===== src/inc/gobg_pkg.sv =====
// constants shared by the option bus glue block
package gobg_pkg;
  // strobe slot numbers, index = {a7, a6, a3}
  localparam logic [2:0] STB_CTRL   = 3'h0;   // controller select
  localparam logic [2:0] STB_PARAM  = 3'h1;   // parameter port
  localparam logic [2:0] STB_STATUS = 3'h2;   // status port
  localparam logic [2:0] STB_DIAGNOSTIC_LATCH_BIT   = 3'h3;   // diagnostic latch
  // address bit positions
  localparam int A_SEL0 = 3;                  // strobe index bit 0
  localparam int A_SEL1 = 6;                  // strobe index bit 1
  localparam int A_SEL2 = 7;                  // strobe index bit 2
  localparam int A_HIT  = 8;                  // port hit qualifier
  localparam int A_Z12  = 12;                 // must be low
  localparam int A_Z13  = 13;                 // must be low
  localparam int A_ROMCE = 18;                // rom chip select line
  // sizes
  localparam int ROM_BYTES = 65536;           // firmware rom
  localparam int RAM_BYTES = 2048;            // working ram
  localparam int ADDR_W    = 20;              // host address width
  // reset values
  localparam logic DIV_RST  = 1'b0;           // divider start
  localparam logic DIAGNOSTIC_LATCH_BIT_RST = 1'b0;           // latch start
  localparam logic [7:0] STATUS_CONST = 8'h42; // bits 1 and 6 high
endpackage


===== src/hw/gobg_glue.sv =====
// option board bus glue: decode, buffer control, ports, clock divider
`timescale 1ns/10ps
`default_nettype none
module gobg_glue (
  input  wire logic                        clk,                   // 40 MHz system clock
  input  wire logic                        rstn,                  // sync reset, active low
  input  wire logic [gobg_pkg::ADDR_W-1:0] host_addr,             // host address pins
  input  wire logic                        io_segment_select,     // io segment, low active
  input  wire logic                        common_segment_select, // common segment, low active
  input  wire logic                        block_zero_select,     // block 0, low active
  input  wire logic                        block_one_select,      // block 1, low active
  input  wire logic                        block_three_select,    // block 3, low active
  input  wire logic                        ram_disable_input,     // high when nv board fitted
  input  wire logic                        host_data_enable_n,    // host data enable
  input  wire logic                        host_rd_n,             // host read strobe
  input  wire logic                        host_wr_n,             // host write strobe
  input  wire logic                        host_clock,            // host clock pin
  input  wire logic                        host_reset,            // host reset, high active
  input  wire logic [7:0]                  host_data_in,          // host data bus in
  output logic [7:0]                       host_data_out,         // data driven to host
  output logic                             host_data_oe_n,        // low while driving host
  input  wire logic [7:0]                  ctrl_data_in,          // controller data out
  output logic [7:0]                       ctrl_data_out,         // data to controller
  output logic [2:0]                       register_select,       // controller register select
  output logic                             ctrl_cs_n,             // controller select
  output logic                             ctrl_rd_n,             // buffered read
  output logic                             ctrl_wr_n,             // buffered write
  output logic                             ctrl_clk,              // host clock / 2
  output logic                             ctrl_reset,            // buffered reset
  input  wire logic                        ctrl_int_n,            // controller interrupt
  output logic                             host_int_o,            // open drain: drive low
  output logic                             host_int_oe_n,         // low while pulling low
  input  wire logic                        controller_trigger_out, // controller trigger pin
  input  wire logic [7:0]                  switch_in,             // parameter switches
  input  wire logic                        power_failing_flag,    // power failing interrupt
  output logic                             rom_oe_n,              // rom output enable
  output logic                             rom_ce_n,              // rom chip enable
  output logic                             ram_enable_n,          // ram enable
  output logic                             data_buffer_enable_n,  // data buffer enable
  output logic                             option_port_hit_n,     // port hit
  output logic [7:0]                       port_strobe_n,         // decoded strobes
  output logic                             diagnostic_latch_bit   // diagnostic_latch_bit latch
);
  import gobg_pkg::*;

  // ==========================================
  // input synchronisers (buffered host signals)
  // ==========================================
  // every pin passes two flops before any logic looks at it;
  // the host bus runs on its own clock, so a single flop could hand a
  // metastable level to the decode; the price is two cycles of delay
  // on every path from pin to output
  localparam int NS = ADDR_W + 16;           // synchronised bit count
  logic [NS-1:0] s1;                         // first stage
  logic [NS-1:0] s2;                         // second stage
  logic [NS-1:0] raw;                        // pin vector
  assign raw = {host_addr, io_segment_select, common_segment_select, block_zero_select,
                block_one_select, block_three_select, ram_disable_input, host_data_enable_n,
                host_rd_n, host_wr_n, host_clock, host_reset, ctrl_int_n,
                controller_trigger_out, power_failing_flag, 2'h0};
  // buffer every pin through two flops; address buffers never gated
  always_ff @(posedge clk) begin
    s1 <= raw;
    s2 <= s1;
  end
  logic [ADDR_W-1:0] ba;                      // buffered address
  logic io_n, com_n, b0_n, b1_n, b3_n, rdis, den_n, rd_n, wr_n, hclk, hrst, int_n, trg, pwr;
  assign {ba, io_n, com_n, b0_n, b1_n, b3_n, rdis, den_n, rd_n, wr_n, hclk, hrst, int_n,
          trg, pwr} = s2[NS-1:2];
  logic [7:0] sw2;                           // switch sync stage 2
  logic [7:0] sw1;                           // switch sync stage 1
  logic [7:0] bd2;                           // data sync stage 2
  logic [7:0] bd1;                           // data sync stage 1
  logic [7:0] cd2;                           // controller data stage 2
  logic [7:0] cd1;                           // controller data stage 1
  // data-like inputs get the same two stages, so they line up in time
  // with the decode that says when they matter
  always_ff @(posedge clk) begin
    sw1 <= switch_in;
    sw2 <= sw1;
    bd1 <= host_data_in;
    bd2 <= bd1;
    cd1 <= ctrl_data_in;
    cd2 <= cd1;
  end

  // ==========================================
  // address decode
  // ==========================================
  // primary decode: one strobe of eight, picked by three address bits,
  // only while both high block bits, the io segment and block zero are low;
  // kept combinational so the data steering sees it one cycle before the
  // registered strobes leave the block
  logic       dec_en;                        // decoder enabled
  logic [2:0] sel;                           // strobe index
  logic [7:0] stb_n;                         // strobes
  logic       hit_n;                         // port hit
  always_comb begin
    dec_en = ~ba[A_Z12] & ~ba[A_Z13] & ~io_n & ~b0_n;
    sel    = {ba[A_SEL2], ba[A_SEL1], ba[A_SEL0]};
    stb_n  = 8'hff;
    if (dec_en) begin
      stb_n[sel] = 1'b0;
    end
    hit_n = ~(dec_en & ~ba[A_HIT]);
  end

  // ==========================================
  // registered enables and strobes
  // ==========================================
  // every enable and strobe leaves the block from a flop, so no decode
  // glitch can reach a memory or the controller; all but rom_ce_n idle high,
  // which keeps the data buffer shut whenever nothing is selected
  logic       next_rom_oe_n, next_rom_ce_n, next_ram_en_n, next_dben_n; // next enable levels
  always_comb begin
    next_rom_oe_n = ~(~com_n & (~b0_n | ~b1_n));
    next_rom_ce_n = ~ba[A_ROMCE];
    next_ram_en_n = ~(~rdis & ~b3_n & ~com_n);
    next_dben_n   = ~(~den_n & (~hit_n | ~com_n));
  end
  always_ff @(posedge clk) begin
    if (!rstn) begin
      rom_oe_n             <= 1'b1;
      rom_ce_n             <= 1'b1;
      ram_enable_n         <= 1'b1;
      data_buffer_enable_n <= 1'b1;
      option_port_hit_n    <= 1'b1;
      port_strobe_n        <= 8'hff;
      register_select      <= 3'h0;
      ctrl_rd_n            <= 1'b1;
      ctrl_wr_n            <= 1'b1;
      ctrl_reset           <= 1'b1;
    end else begin
      rom_oe_n             <= next_rom_oe_n;
      rom_ce_n             <= next_rom_ce_n;
      ram_enable_n         <= next_ram_en_n;
      data_buffer_enable_n <= next_dben_n;
      option_port_hit_n    <= hit_n;
      port_strobe_n        <= stb_n;
      register_select      <= ba[2:0];
      ctrl_rd_n            <= rd_n;
      ctrl_wr_n            <= wr_n;
      ctrl_reset           <= hrst;
    end
  end
  assign ctrl_cs_n = port_strobe_n[STB_CTRL];

  // ==========================================
  // clock divider and diagnostic latch
  // ==========================================
  // the host clock is sampled as data; its rising edge, found against the
  // previous sample, flips the divided clock, so the controller clock runs
  // at half the host rate with a jitter of one system clock
  // the diagnostic_latch_bit bit is taken on the falling edge of its strobe, qualified by
  // the write strobe so that a read of the same slot cannot disturb it
  logic hclk_d, diagnostic_latch_bit_stb_d;                  // edge history
  logic next_div, next_diagnostic_latch_bit;                 // next values
  always_comb begin
    next_div  = ctrl_clk;
    next_diagnostic_latch_bit = diagnostic_latch_bit;
    if (hclk & ~hclk_d) begin
      next_div = ~ctrl_clk;
    end
    if (~port_strobe_n[STB_DIAGNOSTIC_LATCH_BIT] & diagnostic_latch_bit_stb_d & ~wr_n) begin
      next_diagnostic_latch_bit = bd2[0];
    end
  end
  always_ff @(posedge clk) begin
    if (!rstn) begin
      ctrl_clk             <= DIV_RST;
      diagnostic_latch_bit <= DIAGNOSTIC_LATCH_BIT_RST;
      hclk_d               <= 1'b0;
      diagnostic_latch_bit_stb_d           <= 1'b1;
    end else begin
      ctrl_clk             <= next_div;
      diagnostic_latch_bit <= next_diagnostic_latch_bit;
      hclk_d               <= hclk;
      diagnostic_latch_bit_stb_d           <= port_strobe_n[STB_DIAGNOSTIC_LATCH_BIT];
    end
  end

  // ==========================================
  // read ports and data steering
  // ==========================================
  // the two input ports and the controller read path share the host
  // data bus; the block drives it only while a read hits one of them,
  // rom and ram put their own data on the bus
  // the controller sees the data bus with its bits in reverse order
  logic [7:0] param_word, status_word, rev_ctrl, next_dout, next_ctrl_dout;
  logic       next_oe_n;
  always_comb begin
    param_word  = {trg, sw2[6:0]};
    status_word = STATUS_CONST;
    status_word[0] = pwr;
    status_word[2] = trg;
    status_word[3] = sw2[7];
    status_word[4] = sw2[6];
    status_word[5] = sw2[5];
    status_word[7] = diagnostic_latch_bit;
    for (int i = 0; i < 8; i++) begin
      rev_ctrl[i] = cd2[7-i];
      next_ctrl_dout[i] = bd2[7-i];
    end
    next_dout = 8'h00;
    next_oe_n = 1'b1;
    if (~rd_n & ~next_dben_n) begin
      next_oe_n = 1'b0;
      if (~stb_n[STB_PARAM]) begin
        next_dout = param_word;
      end else if (~stb_n[STB_STATUS]) begin
        next_dout = status_word;
      end else if (~stb_n[STB_CTRL]) begin
        next_dout = rev_ctrl;
      end else begin
        next_oe_n = 1'b1;                              // memories drive their own data
      end
    end
  end
  always_ff @(posedge clk) begin
    if (!rstn) begin
      host_data_out  <= 8'h00;
      host_data_oe_n <= 1'b1;
      ctrl_data_out  <= 8'h00;
    end else begin
      host_data_out  <= next_dout;
      host_data_oe_n <= next_oe_n;
      ctrl_data_out  <= next_ctrl_dout;
    end
  end

  // interrupt passes as open drain: drive low only
  // the pin is never driven high, an outside pull-up lifts it
  assign host_int_o    = 1'b0;
  assign host_int_oe_n = int_n;
endmodule
`default_nettype wire


===== config.mk =====
export PLATFORM = sky130hd
export DESIGN_NAME = gobg_glue
export DESIGN_NICKNAME = d
export VERILOG_FILES = /design/src/inc/gobg_pkg.sv /design/src/hw/gobg_glue.sv
export SDC_FILE = /design/constraint.sdc
export NUM_CORES = 1
export LEC_CHECK = 0
export BUFFER_PORTS_ARGS = -buffer_cell sky130_fd_sc_hd__buf_2
export CAP_MARGIN = 40
export CORE_MARGIN = 2
export CORE_UTILIZATION = 28
export DETAILED_ROUTE_END_ITERATION = 10
export SETUP_SLACK_MARGIN = 0.4
export SLEW_MARGIN = 20
export SYNTH_ARGS = -nofsm -noshare
export SYNTH_HDL_FRONTEND = slang
export SYNTH_SLANG_ARGS = --single-unit

===== constraint.sdc =====
create_clock -name clk -period 5 [get_ports clk]
set_clock_uncertainty 0.1 [all_clocks]
set_input_delay 1 -clock clk [delete_from_list [all_inputs] [get_ports clk]]
set_output_delay 1 -clock clk [all_outputs]
set_load 0.02 [all_outputs]

Yosys cells after proc, flatten, opt, wreduce, memory -nomap -nowiden
Index checks and enable logic that the tools add are counted.

word-level totals
  flip-flop bits (word level) = 154
  latch bits = 0
  RAM bits = 0
  ROM bits = 0
  input bits = 60
  output and inout bits = 41
  logic and storage cells = 75
  memories kept = 0

cells by class
  add/subtract/negate cells = 0
  multipliers = 0
  divide/modulo/power cells = 0
  magnitude comparators = 2
  equal/unequal tests = 0
  shift-type cells = 0
  muxes and demuxes = 9
  bitwise gates (word level) = 35
  reduce and logical (&&, ||, !) cells = 3

operators by type and width
  cell                                                  number
  two-way mux 8 bit                                     3
  NOT 1 bit                                             20
  AND 1 bit                                             12
  NOT 8 bit                                             1
  < comparator 3 x 4 -> 1 bit (second input constant)   1
  two-way mux 1 bit                                     4
  AND reduction 2 bit                                   2
  demux 1 bit (select 3 bit)                            1
  >= comparator 3 x 1 -> 1 bit (second input constant)  1
  two-way mux 3 bit                                     1
  bitwise OR 1 bit                                      2
  logical AND 1 bit                                     1

Logic depth before layout (Yosys ltp)
  word-level depth = 9
  depth in mapped cells = 5
  mapped depth without buffers = 3

Least setup slack after synthesis
No wires, ideal clock.

  kind = in2reg
  start point = input rstn
  end point = register host_data_oe_n
  arrival time = 1669 ps
  path slack = 3117 ps
  cell stages on the path = 4
  buffers on the path = 1
  cells stage by stage = nand2b_1 > or3_1 > buf_6 > a21o_1

on the way
  cells in the longest elaborated chain, start to end = 1

RTL lines
  what                                  line              source
  from (decl)                           gobg_glue.sv:6    input wire logic rstn,
  AND reduction 2 bit (no source line)  --
  to (signal assigned)                  gobg_glue.sv:226  host_data_oe_n <= next_oe_n;
  to (decl)                             gobg_glue.sv:21   output logic host_data_oe_n,

Every way passes these cells.
A chain may end at the register's enable or synchronous reset.

Final worst setup path
  start point = input rstn
  end point = register port_strobe_n[3]

on the way
  cells in the longest elaborated chain, start to end = 1

RTL lines
  what                                  line              source
  AND reduction 2 bit (no source line)  --
  to (signal assigned)                  gobg_glue.sv:139  port_strobe_n <= stb_n;
  to (decl)                             gobg_glue.sv:41   output logic [7:0] port_strobe_n,

Every way passes these cells.

==> flow_summary.json <==
{
  "outcome": "finished clean",
  "grt_overflow_total": 0,
  "die_w_microns": 112,
  "drive_above_1_share": 0.375,
  "cts_setup_buffers": 0,
  "min_period_ps": 2090,
  "dp.cells": 444,
  "reg2reg_to": "host_data_oe_n$_SDFF_PN1_",
  "synth.net_count": 280,
  "grt_start_max_net_pins": 20,
  "grt_usage": 0.0991,
  "synth_area_leaders": "dfxtp_1, and2_1, mux2i_1, nand2_1, a2bb2oi_1",
  "synth-seq-cells": 136,
  "numCtsBuffers": 17,
  "min_path_cells": 0,
  "maxCapViolations": 0,
  "drt-total-wl_mm": 5.38,
  "final_common_cell": "dfxtp_1",
  "fmax_mhz": 477,
  "htreeDepth": 4,
  "hold_path_end": "cd2[3]$_DFF_P_",
  "setup_viol": 0,
  "dp_hpwl_mm": 3.66,
  "synthCells": 220,
  "cts_resized": 0,
  "wl_met2_mm": 2.65,
  "rows": 39,
  "cp_data_arrival_time_ps": 2240,
  "drcViolationCount": 0,
  "fp.dieArea_sq_um": 12400,
  "p_leak_nw": 1.93,
  "cts_max_path_buffers": 2,
  "wl_per_cell_microns": 11.3,
  "hp-start": "cd1[3]$_DFF_P_",
  "wl_met1_mm": 2.26,
  "clock_latency_ps": 410,
  "cp-startpoint": "rstn",
  "slew_viol_final": 0,
  "port_buffers": 89,
  "seq_area_frac_synth": 0.841,
  "path_class": "input pin to flop",
  "rsz0062_at_grt": "false",
  "grt_pass1_wl_mm": 8.87,
  "ff2ff_path_depth": 3,
  "drt_first_pass_iters": 4,
  "area_growth_pct": 35.5,
  "drtIter0Drc": 46,
  "start_util": 0.285,
  "worst_ir_drop_vdd_v": 0.000260,
  "cts_sinks": 136,
  "grt_pass1_vias": 1849,
  "p_per_area_nw_per_um2": 541,
  "r2r_slack_ps": 3070,
  "viasPerCell": 3.66,
  "diodes": 0,
  "final_cell_mix": "dfxtp_1, buf_2, clkbuf_16",
  "slew_headroom": 0.515,
  "ys_warn_count": 0,
  "ys.flop_type": "dfxtp_1",
  "worst_pin_slew_ps": 725,
  "die_y_microns": 112,
  "cp_max_fo": 19,
  "yosys.area.top_type_share": 0.841,
  "coreArea_sq_um": 11400,
  "antenna_left": 0,
  "hold_path.class": "flop to flop",
  "yosysUniqueCellTypes": 29,
  "final_cells": 476,
  "met3_length_microns": 325,
  "fin_setup_tns_ps": 0,
  "vias": 1744,
  "cts.clk_slew.worst_paths_ps": 60,
  "crit_path_start_kind": "input pin",
  "cts_tree": "yes",
  "finalCritPeriodShare": 0.419,
  "crit_path_end_kind": "flop",
  "async_flop_share": 0,
  "worstReg2RegStart": "s2[13]$_DFF_P_",
  "gp_congestion": 0.675,
  "syn_area_per_cell_sq_um": 14.7,
  "synth_edf_count": 0,
  "finalHoldViolations": 0,
  "yosys.area.top_type": "dfxtp_1",
  "critPathRequiredTime_ps": 5150,
  "ioPinCount": 101,
  "nNetsFinal": 380,
  "cts_hold_buf": 0,
  "grt_antenna_before_repair": 0,
  "synth.cell_area_sq_um": 3240,
  "cts-root-buf": "clkbuf_16",
  "highest_layer": "met4"
}
worst max path at each step:
| stage | endpoint | slack, ps | cells past startpoint |
|---|---|---|---|
| floorplan | host_data_oe_n$_SDFF_PN1_ | 3120 | 4 |
| global placement | port_strobe_n[3]$_SDFF_PN1_ | 2370 | 4 |
| detailed placement | port_strobe_n[3]$_SDFF_PN1_ | 2370 | 4 |
| CTS | port_strobe_n[3]$_SDFF_PN1_ | 2810 | 4 |
| global route | port_strobe_n[3]$_SDFF_PN1_ | 2690 | 4 |
| finish | port_strobe_n[3]$_SDFF_PN1_ | 2910 | 4 |
layout make-up:
| class | instances | area [sq um] |
|---|---|---|
| well taps | 143 | 179 |
| multi-input cells | 74 | 462 |
| repair buffers | 89 | 445 |
| fillers | 1086 | 6980 |
| flip-flops and latches | 136 | 2720 |
| inverters | 2 | 7.51 |
| clock buffers | 22 | 474 |
| clock inverters | 10 | 95.1 |
registers in the layout (all words and copies together), names as in the netlist, 3 cells and up:
signal,flops
s2,24
bd2,8
cd2,8
s1,24
register_select,3
ctrl_data_out,8
host_data_out,8
port_strobe_n,8
cd1,8
bd1,8
sw1,8
sw2,8
power by group:
part | internal, W | switching (W) | total, W
registers | 0.00113 | 0.0000169 | 0.00115
clock network | 0.000724 | 0.000433 | 0.00116
logic | 0.0000318 | 0.0000306 | 0.0000624
per-layer routing:
layer | up-vias | track usage
li1 | 904 | -
met4 | 0 | 0.0593
met1 | 777 | 0.0991
met2 | 52 | 0.156
met3 | 11 | 0.0631
met5 | - | 0
through the flow:
stage,total power [W],util,hold WS [ps],area (sq um),worst slack [ps]
detailed placement,0.00124,0.336,212,3820,2370
finish,0.00237,0.386,218,4390,2910
global placement,0.00124,0.336,211,3820,2370
CTS,0.00241,0.386,220,4390,2810
global route,0.00247,0.386,223,4390,2690
floorplan,0.00120,-,210,3240,3120
cells in the mapped netlist, types with 3 or more instances:
| cell type | number |
|---|---|
| dfxtp_1 | 136 |
| mux2i_1 | 7 |
| a21oi_1 | 5 |
| nand2b_1 | 4 |
| clkbuf_1 | 5 |
| and2_1 | 12 |
| nor2b_1 | 3 |
| nor2_1 | 6 |
| or2_2 | 3 |
| a2bb2oi_1 | 3 |
| nand2_1 | 12 |
kinds of logic after synthesis:
kind of cell	after synthesis	share of synthesized area
flip-flops	136	0.841
AND/OR/NAND/NOR	51	0.0870
AO/OA/AOI/OAI	14	0.0301
buffers and inverters	10	0.0162
multiplexers	7	0.0216
XOR/XNOR	1	0.00271
other	1	0.00116
critical path, stage by stage:
cell	delay [ps]
buf_2	270
inv_1	200
nor4_1	610
nand3_1	160
(Power assumes the default switching activity.)
